**config.mk**
```make
export PLATFORM = sky130hd
export DESIGN_NAME = dioport_top
export DESIGN_NICKNAME = d
export VERILOG_FILES = /design/src/logic/dioport_sync.v /design/src/logic/dioport_top.v
export VERILOG_INCLUDE_DIRS = /design/src /design/src/logic
export SDC_FILE = /design/constraint.sdc
export NUM_CORES = 1
export LEC_CHECK = 0
export BUFFER_PORTS_ARGS = -buffer_cell sky130_fd_sc_hd__buf_4
export CORE_ASPECT_RATIO = 0.9
export CORE_UTILIZATION = 47
export CTS_CLUSTER_DIAMETER = 200
export CTS_CLUSTER_SIZE = 40
export DETAILED_ROUTE_END_ITERATION = 8
export PLACE_DENSITY = 0.76
export SETUP_SLACK_MARGIN = 0.2
export SYNTH_ARGS = -nofsm -noshare
export SYNTH_HDL_FRONTEND = slang
export SYNTH_SLANG_ARGS = --single-unit
```
**constraint.sdc**
```tcl
create_clock -name sys_clk -period 1.14 [get_ports sys_clk]
set_input_delay 0.114 -clock sys_clk [delete_from_list [all_inputs] [get_ports sys_clk]]
set_output_delay 0.114 -clock sys_clk [all_outputs]
set_load 0.005 [all_outputs]
```
**src/logic/dioport_regs.vh**
```
// Register offsets, field positions and reset values of the dual I/O port block.
// Operation
// - First port output muxes peripheral over latch.
// - Peripheral enable only when selected; else direction.
// - First direction at 87h resets all ones.
// - Second port eight pins, each direction independent.
// - Mode bit four makes second port slave.
// - First pin three selectable serial clock.
// - First pin four serial data in or I2C.
// - First pin five general or serial out.
// - First pin two general or capture/compare/PWM one.
// - Pins six/seven selectable for USART functions.
// - Pins zero/one timer oscillator; zero clock input.
// - Pin one also second capture/compare/PWM unit.
// - Second pin n carries slave data bit n.
// - Second data 08h, direction 88h, ones reset.
// - Data latches undefined at power-on, kept otherwise; here power-on clears them to 00h.
// - Shared control 89h resets 07h, bit3 zero.
// - Direction one tristates; zero drives latch.
// - Data read returns pins; write sets latch.
// - Peripheral may force pin direction regardless.
`ifndef DIOPORT_REGS_VH
`define DIOPORT_REGS_VH
`define DIOP_ADDR_C_DATA    8'h07
`define DIOP_ADDR_D_DATA    8'h08
`define DIOP_ADDR_C_DIR     8'h87
`define DIOP_ADDR_D_DIR     8'h88
`define DIOP_ADDR_SHARED    8'h89
`define DIOP_RST_DIR        8'hFF
`define DIOP_RST_SHARED     8'h07
`define DIOP_SHARED_WMASK   8'h17
`define DIOP_BIT_MODE       4
`define DIOP_RST_LATCH      8'h00
`endif

```
**src/logic/dioport_sync.v**
```verilog
// Three-stage input synchroniser that accepts a change once stages two and three agree.
module dioport_sync #(
  parameter W = 8
) (
  input  wire         sys_clk,
  input  wire         arst_n,
  input  wire [W-1:0] din,
  output reg  [W-1:0] dout
);
  reg [W-1:0] s1_r;
  reg [W-1:0] s2_r;
  reg [W-1:0] s3_r;
  genvar i;

  // Stage one feeds only stage two, so no logic sees a metastable value.
  always @(posedge sys_clk or negedge arst_n) begin
    if (!arst_n) begin
      s1_r <= {W{1'b0}};
      s2_r <= {W{1'b0}};
      s3_r <= {W{1'b0}};
    end else begin
      s1_r <= din;
      s2_r <= s1_r;
      s3_r <= s2_r;
    end
  end

  // Each bit updates only when the two settled stages agree.
  generate
    for (i = 0; i < W; i = i + 1) begin : g_flt
      always @(posedge sys_clk or negedge arst_n) begin
        if (!arst_n) begin
          dout[i] <= 1'b0;
        end else if (s2_r[i] == s3_r[i]) begin
          dout[i] <= s3_r[i];
        end
      end
    end
  endgenerate
endmodule // dioport_sync

```
**src/logic/dioport_top.v**
```verilog
// Two eight-bit I/O ports with peripheral override and a parallel slave data mode.
`include "dioport_regs.vh"
module dioport_top (
  input  wire       sys_clk,
  input  wire       arst_n,
  input  wire       por_n,
  input  wire [7:0] reg_addr,
  input  wire [7:0] reg_wdata,
  input  wire       reg_wr,
  input  wire       reg_rd,
  output reg  [7:0] reg_rdata,
  input  wire [7:0] first_port_in,
  output reg  [7:0] first_port_out,
  output reg  [7:0] first_port_oe,
  input  wire [7:0] second_port_in,
  output reg  [7:0] second_port_out,
  output reg  [7:0] second_port_oe,
  input  wire [7:0] periph_sel,
  input  wire [7:0] periph_out,
  input  wire [7:0] periph_oe,
  output reg  [7:0] periph_in,
  output reg  [7:0] parallel_slave_data_in,
  input  wire [7:0] parallel_slave_data_out,
  input  wire       parallel_slave_drive,
  input  wire [2:0] slave_status,
  output reg        slave_port_mode_bit,
  output reg  [2:0] third_port_dir
);
  // Per-pin peripheral roles on the first port (periph_sel bit n selects pin n):
  // 0 secondary_timer_osc_in / secondary_timer_clock_in, 1 secondary_timer_osc_out or
  // capture_compare_pwm_two, 2 capture_compare_pwm_one, 3 serial clock, 4 serial data in or
  // I2C data, 5 serial data out, 6 USART transmit/clock, 7 USART receive/data.

  reg  [7:0] c_lat_r;
  reg  [7:0] c_dir_r;
  reg  [7:0] d_lat_r;
  reg  [7:0] d_dir_r;
  reg  [7:0] shared_r;
  reg  [7:0] rdata_nxt;
  reg  [7:0] c_out_nxt;
  reg  [7:0] c_oe_nxt;
  wire [7:0] c_pins;
  wire [7:0] d_pins;
  wire       mode;
  integer    k;

  assign mode = shared_r[`DIOP_BIT_MODE];

  // Pins cross into the clock domain before anything reads them.
  dioport_sync #(.W(8)) u_sync_c (
    .sys_clk (sys_clk),
    .arst_n  (arst_n),
    .din     (first_port_in),
    .dout    (c_pins)
  );
  dioport_sync #(.W(8)) u_sync_d (
    .sys_clk (sys_clk),
    .arst_n  (arst_n),
    .din     (second_port_in),
    .dout    (d_pins)
  );

  // Latches have no true unknown in silicon; power-on clears them, other resets keep them.
  always @(posedge sys_clk or negedge por_n) begin
    if (!por_n) begin
      c_lat_r <= `DIOP_RST_LATCH;
      d_lat_r <= `DIOP_RST_LATCH;
    end else begin
      if (reg_wr && reg_addr == `DIOP_ADDR_C_DATA) begin
        c_lat_r <= reg_wdata;
      end
      if (reg_wr && reg_addr == `DIOP_ADDR_D_DATA) begin
        d_lat_r <= reg_wdata;
      end
    end
  end

  // Direction and control registers reset on every reset.
  always @(posedge sys_clk or negedge arst_n) begin
    if (!arst_n) begin
      c_dir_r  <= `DIOP_RST_DIR;
      d_dir_r  <= `DIOP_RST_DIR;
      shared_r <= `DIOP_RST_SHARED;
    end else begin
      if (reg_wr && reg_addr == `DIOP_ADDR_C_DIR) begin
        c_dir_r <= reg_wdata;
      end
      if (reg_wr && reg_addr == `DIOP_ADDR_D_DIR) begin
        d_dir_r <= reg_wdata;
      end
      if (reg_wr && reg_addr == `DIOP_ADDR_SHARED) begin
        shared_r <= reg_wdata & `DIOP_SHARED_WMASK;
      end
    end
  end

  // Read mux: data addresses return pin levels; unmapped addresses read zero.
  always @* begin
    case (reg_addr)
      `DIOP_ADDR_C_DATA: rdata_nxt = c_pins;
      `DIOP_ADDR_D_DATA: rdata_nxt = d_pins;
      `DIOP_ADDR_C_DIR:  rdata_nxt = c_dir_r;
      `DIOP_ADDR_D_DIR:  rdata_nxt = d_dir_r;
      `DIOP_ADDR_SHARED: rdata_nxt = {slave_status, shared_r[4], 1'b0, shared_r[2:0]};
      default:           rdata_nxt = 8'h00;
    endcase
  end

  // First port: peripheral takes both data and enable of a pin only while selected.
  always @* begin
    c_out_nxt = 8'h00;
    c_oe_nxt  = 8'h00;
    for (k = 0; k < 8; k = k + 1) begin
      if (periph_sel[k]) begin
        c_out_nxt[k] = periph_out[k];
        c_oe_nxt[k]  = periph_oe[k];
      end else begin
        c_out_nxt[k] = c_lat_r[k];
        c_oe_nxt[k]  = ~c_dir_r[k];
      end
    end
  end

  // Outputs are registered, costing a cycle of pin latency for glitch-free drive.
  always @(posedge sys_clk or negedge arst_n) begin
    if (!arst_n) begin
      reg_rdata              <= 8'h00;
      first_port_out         <= 8'h00;
      first_port_oe          <= 8'h00;
      second_port_out        <= 8'h00;
      second_port_oe         <= 8'h00;
      periph_in              <= 8'h00;
      parallel_slave_data_in <= 8'h00;
      slave_port_mode_bit    <= 1'b0;
      third_port_dir         <= 3'h7;
    end else begin
      reg_rdata      <= reg_rd ? rdata_nxt : 8'h00;
      first_port_out <= c_out_nxt;
      first_port_oe  <= c_oe_nxt;
      periph_in      <= c_pins;
      if (mode) begin
        second_port_out <= parallel_slave_data_out;
        second_port_oe  <= {8{parallel_slave_drive}};
      end else begin
        second_port_out <= d_lat_r;
        second_port_oe  <= ~d_dir_r;
      end
      parallel_slave_data_in <= d_pins;
      slave_port_mode_bit    <= mode;
      third_port_dir         <= shared_r[2:0];
    end
  end
endmodule // dioport_top

```
==> results.cfg, run 1 <==
[timing]
layout_setup_ws_ps = -21.9
fmax_mhz = 861
hold_slack_ps = 109
slew_headroom = 0.718
period_needed_ps = 1160
finalMaxSlewViolations = 0
skew_ps = 5.48
setup_viol = 3
tightest_slew_ps = 421
timing.final.crit_share = 1.02
hold_viol_final = 0
rsz0062_at_grt = yes

[global_routing]
grt_max_degree = 36
use_met1 = 0.288
grt.met2_usage = 0.389
antenna_found_initial = 0
grt_busiest_layer = met2
grt_overflow = 0
grt_use_total = 0.232
grt_pass1_wl_mm = 20.6
grt_util_met3 = 0.0734
grt_pass1_vias = 3980

[cells_and_area]
fillCellCount = 638
area_growth_pct = 59.2
finish.utilization = 0.767
final-seq-area_sq_um = 4030
multiInputGateArea_sq_um = 1610
fin_cells = 739
diodes = 0
nNetsFinal = 643
layout-drive-gt1-share = 0.557

[routing]
avgViaCountPerCell = 4.94
wirelength_mm = 13.3
dr_total_vias = 3653
drt_first_iter_violations = 166
drt-pass1-iter-count = 4
ant_nets = 0
drc = 0
routedWlPerCell_um = 17.9

[placed_design]
gp_congestion = 0.837
hpwl_mm = 7.88
pre_cts_ws_ps = -326
dp_cells = 627
portBuffers = 132

[yosys]
syn_inst = 320
yosys-top-cells-area = dfrtp_1 63%, dfstp_2 11%, mux2_2 7.2%
ys_seq_area_frac = 0.734
syn_nets = 393
synth-main-ff-cell = dfrtp_1
synth_top_area_share = 0.629
syn_area_sq_um = 5490
ys_ff_latch = 160
yosys.area.top_type = dfrtp_1
synth_cell_type_count = 32
avgSynthCellArea_sq_um = 17.2
synth_edf_count = 0
ys_warn_count = 0
synthArstFlopShare = 1.00

[critical_path]
timing.rr.start = shared_r[4]
cpPeakStageDelay_ps = 540
path_depth = 1
crit_arrival_ps = 1050
slowest_stage = dfstp_2
crit_chain = buf_6
start_kind = register
crit_required_ps = 1030
cp_max_fo = 1
regToRegEndpoint = second_port_out[5]
rr_worst_depth = 2
critPathBufInv = 1
crit_family = flip-flops
rrSetupSlack_ps = 30
end_kind = output pin
crit_type = reg2out

[die]
die_area_sq_um = 12100
die_y_um = 105
fp-row-count = 37
core_area_sq_um = 11400
pin_count = 133
die_w_um = 116
initial_utilization = 0.482

[clock_network]
tritoncts = done
cts_buffers = 17
clk_pin_slew_worst_paths_ps = 60
insertion_delay_ps = 420
root_buffer = clkbuf_16
clk_path_buf_depth = 2
clock-sinks = 160
htreeDepth = 4

[min_path]
worstHoldPathType = in2async

[run_status]
status = finished with violations
violations = setup timing

[power]
vdd_ir_drop_max_v = 0.00125
leakagePower_nw = 4.06
power.density_nw_per_um2 = 1540

[job]
maxCapViolCount = 0
how the worst max path moves through the flow:
stage / start / end / slack, ps
final: third_port_dir[0] / third_port_dir[0] / -20
after global routing: third_port_dir[0] / third_port_dir[0] / -50
after CTS: third_port_dir[1] / third_port_dir[1] / -20
after detailed placement: reg_addr[5] / shared_r[4] / -330
after global placement: reg_addr[5] / c_lat_r[7] / -290
after floorplan: reg_addr[0] / c_lat_r[0] / -180
metrics by stage:
stage	cell area [sq um]	total power, W	TNS [ps]
2_1_floorplan	5560	0.00658	-4130
3_3_place_gp	6930	0.00725	-9890
3_5_place_dp	6930	0.00729	-10930
4_1_cts	8600	0.0134	-54.1
5_1_grt	8740	0.0139	-135
6_report	8740	0.0134	-43.0
worst register-to-register path: cells and delay by family (launching register included):
kind	cells	cell delay [ps]
muxes	1	310
DFF	1	500
buffers and inverters	1	190
cells in the mapped netlist (2+ instances only):
| library cell | n |
|---|---|
| a2bb2oi_1 | 4 |
| dfstp_2 | 22 |
| buf_4 | 4 |
| o21ai_0 | 8 |
| nand2b_1 | 2 |
| nand2_1 | 14 |
| and2_1 | 2 |
| buf_6 | 2 |
| a22o_1 | 4 |
| mux2_4 | 16 |
| o22a_1 | 4 |
| a21oi_1 | 12 |
| a22oi_1 | 12 |
| nor2_1 | 6 |
| mux2_2 | 35 |
| nand3_4 | 2 |
| mux2_1 | 4 |
| dfrtp_1 | 138 |
| maj3_1 | 16 |
final cells by class:
type | count | area share
clock inverter | 12 | 0.0179
sequential | 160 | 0.462
clock buffer | 20 | 0.0523
multi-input combinational | 151 | 0.184
timing repair buffer | 239 | 0.261
inverter | 1 | 0.00100
tap | 156 | 0.0223
power breakdown:
part           leakage, nW  internal (W)  switching, W
Clock                0.301       0.00357       0.00223
Combinational         1.86      0.000880      0.000475
Sequential            1.89       0.00605      0.000219
cells in the final DEF, fill, tap and decap left out, drive strengths merged, types with 4 or more instances in the layout:
cell type      n
clkbuf        20
o22a           4
o21ai          8
nor2           6
dfstp         22
a22o           4
dfrtp        138
a2bb2oi        4
buf          180
mux2          55
nand2         15
clkinv         7
dlygate4sd3   59
a21oi         12
a22oi         12
maj3          16
what timing repair did:
action                     4_1_cts  5_1_grt
pin swaps                       16       10
hold buffers                    59        0
setup endpoints to repair      115      119
hold endpoints to repair       224        0
setup buffers                   15        6
gates resized for setup         89       26
routing by layer:
| layer | up-vias | part of all wire |
|---|---|---|
| li1 | 1647 | - |
| met5 | - | 0 |
| met4 | 0 | 0.016 |
| met1 | 1858 | 0.42 |
| met3 | 20 | 0.058 |
| met2 | 128 | 0.51 |
logic make-up after synthesis:
family | count (synthesis) | share of synthesized area
AO/OA/AOI/OAI | 45 | 0.0552
adder cells (fa/ha/maj) | 16 | 0.0292
buffers and inverters | 9 | 0.0119
flip-flops | 160 | 0.734
multiplexers | 55 | 0.124
AND/OR/NAND/NOR | 35 | 0.0456
Power figures use the tool's default switching activity.
==> inputs of run 2 (changes only) <==
--- a/config.mk
+++ b/config.mk
@@ -12,6 +12,7 @@
 export CTS_CLUSTER_DIAMETER = 200
 export CTS_CLUSTER_SIZE = 40
 export DETAILED_ROUTE_END_ITERATION = 8
+export GPL_TIMING_DRIVEN = 0
 export PLACE_DENSITY = 0.76
 export SETUP_SLACK_MARGIN = 0.2
 export SYNTH_ARGS = -nofsm -noshare
==> results.cfg, run 2 (synthesized netlist as in run 1, its figures left out) <==
[critical_path]
critPathBufInv = 1
rrSetupSlack_ps = -10
cp_max_fo = 1
timing.rr.start = shared_r[4]
crit_required_ps = 1030
start_kind = register
crit_chain = buf_6
cpPeakStageDelay_ps = 540
startpoint = third_port_dir[2]
crit_family = flip-flops
end_kind = output pin
slowest_stage = dfstp_2
rr_worst_depth = 3
crit_type = reg2out
crit_arrival_ps = 1040
regToRegEndpoint = second_port_out[4]

[die]
core_area_sq_um = 11400
fp-row-count = 37
pin_count = 133
die_area_sq_um = 12100
die_y_um = 105
die_w_um = 116
initial_utilization = 0.482

[timing]
fmax_mhz = 865
skew_ps = 5.93
finalMaxSlewViolations = 0
hold_slack_ps = -313
period_needed_ps = 1160
setup_viol = 4
rsz0062_at_grt = yes
tightest_slew_ps = 596
timing.final.crit_share = 1.01
hold_viol_final = 57
layout_setup_ws_ps = -15.8
slew_headroom = 0.602

[routing]
ant_nets = 0
avgViaCountPerCell = 4.90
drt-pass1-iter-count = 4
wirelength_mm = 13.5
drc = 0
dr_total_vias = 3557
routedWlPerCell_um = 18.5
drt_first_iter_violations = 163

[cells_and_area]
layout_common_cells = 138 x dfrtp_1, 89 x buf_4, 68 x buf_6
area_growth_pct = 58.3
layout-drive-gt1-share = 0.539
nNetsFinal = 630
final-seq-area_sq_um = 4030
finish.utilization = 0.763
fillCellCount = 668
fin_area_sq_um = 8690
layout_commonest_cell = dfrtp_1
diodes = 0
multiInputGateArea_sq_um = 1630

[clock_network]
insertion_delay_ps = 420
clk_pin_slew_worst_paths_ps = 60
htreeDepth = 4
clock-sinks = 160
clk_path_buf_depth = 2
tritoncts = done
cts_buffers = 17
root_buffer = clkbuf_16
ctsHoldBuffers = 58

[global_routing]
grt_use_total = 0.243
grt_pass1_vias = 3928
grt_pass1_wl_mm = 21.2
grt_overflow = 0
grt_max_degree = 80
antenna_found_initial = 0

[run_status]
violations = hold timing, setup timing
status = finished with violations

[power]
power.density_nw_per_um2 = 1530
vdd_ir_drop_max_v = 0.00150
leakagePower_nw = 4.00

[placed_design]
hpwl_mm = 7.47
gp_congestion = 0.766
portBuffers = 130
placed_area_sq_um = 6760

[min_path]
worstHoldPathType = in2async

[job]
maxCapViolCount = 0
-- run 2: cell count changes in the layout (fill, tap and decap cells not counted), sizes merged --
cell | previous run | this run
buf | 180 | 167
clkbuf | 20 | 23
clkinv | 7 | 4
clkinvlp | 1 | 4
inv | 2 | 0
dlygate4sd3 | 59 | 58
-- run 2: how the worst max path moves through the flow --
| stage | slack [ps] | depth (start not counted) | endpoint |
|---|---|---|---|
| CTS | -30 | 1 | third_port_dir[2] |
| floorplan | -180 | 7 | c_lat_r[0] |
| global placement | -560 | 1 | second_port_out[7] |
| global route | -50 | 1 | third_port_dir[2] |
| detailed placement | -510 | 6 | shared_r[4] |
| finish | -20 | 1 | third_port_dir[2] |
-- run 2: metrics by stage --
stage / TNS (ps) / worst slack [ps] / hold slack, ps / instances / power, W
2_1_floorplan: -4130 / -179 / -182 / 320 / 0.00658
3_3_place_gp: -87720 / -560 / -10.1 / 606 / 0.00718
3_5_place_dp: -17180 / -514 / 0.770 / 607 / 0.00724
4_1_cts: -70.7 / -30.5 / -300 / 719 / 0.0133
5_1_grt: -158 / -47.1 / -277 / 726 / 0.0138
6_report: -35.7 / -15.8 / -313 / 726 / 0.0133
-- run 2: final cells by class --
cell class,instances,share of cell area
plain buffers,8,0.0122
well taps,156,0.0225
multi-input cells,151,0.187
clock inverters,10,0.0156
repair buffers,218,0.243
inverters,1,0.00187
clock buffers,22,0.0534
flip-flops and latches,160,0.464
-- run 2: routing by layer --
metal  wire [um]  track usage  vias to the layer above  part of all wire
li1            -            -                     1612                 -
met2        6950        0.404                      118              0.52
met4         225       0.0769                        0             0.017
met3         638       0.0693                       20             0.047
met1        5640        0.304                     1807              0.42
met5           0            0                        -                 0
-- run 2: repair_timing --
item / 4_1_cts / 5_1_grt
endpoints found under the setup margin: 120 / 118
pin swaps: 19 / 12
hold endpoints to repair: 157 / 57
gates resized for setup: 102 / 14
setup buffers: 22 / 7
-- run 2: power breakdown --
part,leakage [nW],internal [W],switching [W]
logic,1.82,0.000857,0.000473
clock network,0.282,0.00355,0.00217
registers,1.89,0.00605,0.000217
==> inputs of run 3 (changes only) <==
--- a/config.mk
+++ b/config.mk
@@ -18,3 +18,4 @@
 export SYNTH_ARGS = -nofsm -noshare
 export SYNTH_HDL_FRONTEND = slang
 export SYNTH_SLANG_ARGS = --single-unit
+export TNS_END_PERCENT = 10
==> constraint.sdc (replaced) <==
create_clock -name sys_clk -period 1.14 [get_ports sys_clk]
set_input_delay 0.285 -clock sys_clk [delete_from_list [all_inputs] [get_ports sys_clk]]
set_output_delay 0.285 -clock sys_clk [all_outputs]
set_load 0.005 [all_outputs]
==> results.cfg, run 3 (synthesized netlist as in run 1, its figures left out) <==
[die]
die_area_sq_um = 12100
initial_utilization = 0.482
die_y_um = 105
fp-row-count = 37
die_w_um = 116
pin_count = 133
core_area_sq_um = 11400

[global_routing]
antenna_found_initial = 0
grt_pass1_wl_mm = 18.6
grt_use_total = 0.214
grt_max_degree = 76
grt_pass1_vias = 3603
grt_overflow = 0

[power]
power.density_nw_per_um2 = 1620
vdd_ir_drop_max_v = 0.00135
p_int_w = 0.0102
leakagePower_nw = 3.70
power.share.sequential = 0.484
switching_power_w = 0.00274
comb_power_share = 0.085
clkPwrFrac = 0.431
total_power_w = 0.0130
switching_share = 0.211

[critical_path]
end_kind = output pin
cp_max_fo = 1
rr_worst_depth = 3
rrSetupSlack_ps = 20
timing.rr.start = shared_r[4]
crit_arrival_ps = 1050
critPathBufInv = 1
startpoint = third_port_dir[2]
crit_family = flip-flops
regToRegEndpoint = second_port_out[6]
crit_type = reg2out
crit_required_ps = 850
slowest_stage = dfstp_2
start_kind = register
path_depth = 1
crit_chain = buf_6
worstSetupEndpoint = third_port_dir[2]
cpPeakStageDelay_ps = 540

[cells_and_area]
fillCellCount = 769
area_growth_pct = 45.3
layout_commonest_cell = dfrtp_1
diodes = 0
layout-drive-gt1-share = 0.530
layout_common_cells = 137 x dfrtp_1, 71 x buf_6, 67 x buf_4
nNetsFinal = 564

[clock_network]
clk_path_buf_depth = 2
clock-sinks = 160
clk_pin_slew_worst_paths_ps = 60
htreeDepth = 4
cts_buffers = 17
tritoncts = done
ctsHoldBuffers = 17
insertion_delay_ps = 420
root_buffer = clkbuf_16

[routing]
dr_total_vias = 3291
drt-pass1-iter-count = 4
avgViaCountPerCell = 4.99
drc = 0
ant_nets = 0
wirelength_mm = 11.6
routedWlPerCell_um = 17.5
drt_first_iter_violations = 134

[timing]
timing.final.crit_share = 1.17
fmax_mhz = 749
rsz0062_at_grt = yes
slew_headroom = 0.580
finalMaxSlewViolations = 0
skew_ps = 8.34
period_needed_ps = 1340
hold_viol_final = 59
setup_viol = 82
setup-tns-final_ps = -4300
hold_slack_ps = -141
layout_setup_ws_ps = -196
tightest_slew_ps = 631

[run_status]
status = finished with violations
violations = hold timing, setup timing

[job]
maxCapViolCount = 0

[placed_design]
gp_congestion = 0.766
pre_cts_ws_ps = -680
portBuffers = 130
hpwl_mm = 7.41

[min_path]
worstHoldPathType = in2async
==> run 3: changes by cell type in the layout (fill, tap and decap cells not counted), moves of 9 or more <==
cell           previous run  this run
a21oi_1                   2        11
buf_4                    89        67
dlygate4sd3_1            58        17
a21oi_2                  10         1
==> run 3: worst reg2reg max path, cell delays in order (launching register included) <==
cell,delay (ps)
dfrtp_2,440
buf_8,160
buf_12,130
mux2_4,290
==> run 3: layout make-up <==
cell class                      count  area (sq um)  area share
Buffer                              8          95.1      0.0119
Multi-Input combinational cell    151          1570       0.197
Clock buffer                       24           492      0.0617
Inverter                            1          7.51    0.000941
Tap cell                          156           195      0.0245
Timing Repair Buffer              152          1480       0.186
Sequential cell                   160          4030       0.506
Clock inverter                      8           105      0.0132
==> run 3: through the flow <==
stage | instance area (sq um) | util | hold WS, ps | instances
after CTS | 7960 | 0.699 | -120 | 660
after global placement | 6670 | 0.585 | 159 | 606
after floorplan | 5500 | - | -10.6 | 320
after detailed placement | 6700 | 0.588 | 165 | 607
after global routing | 7980 | 0.700 | -103 | 660
final | 7980 | 0.700 | -141 | 660
==> run 3: metal layers <==
layer / track usage / up-vias / routed length, um
li1: - / 1481 / -
met5: 0 / - / 0
met4: 0.0943 / 0 / 215
met3: 0.0682 / 21 / 726
met2: 0.341 / 105 / 5890
met1: 0.265 / 1684 / 4730
==> run 3: worst min path at each step <==
stage               slack (ps)               end    from  cells after the start
floorplan                  -10        c_lat_r[0]   por_n                      0
global placement           160        d_lat_r[7]   por_n                      1
detailed placement         170        d_lat_r[7]   por_n                      1
CTS                       -120  u_sync_c.s1_r[2]  arst_n                      1
global route              -100  u_sync_c.s1_r[2]  arst_n                      1
finish                    -140  u_sync_d.s2_r[2]  arst_n                      1
==> run 3: timing repair <==
action                                  CTS  global route
endpoints found under the setup margin  120           121
buffers inserted                          4             0
pin swaps                                14             5
hold endpoints to repair                 91            59
resized for setup                       111             6
==> run 3: power groups by stage <==
stage	Clock [W]	Sequential, W	Combinational, W
finish	0.00559	0.00627	0.00110
global route	0.00592	0.00630	0.00120
CTS	0.00570	0.00627	0.00111
detailed placement	0	0.00633	0.000883
global placement	0	0.00632	0.000841
floorplan	0	0.00629	0.000274
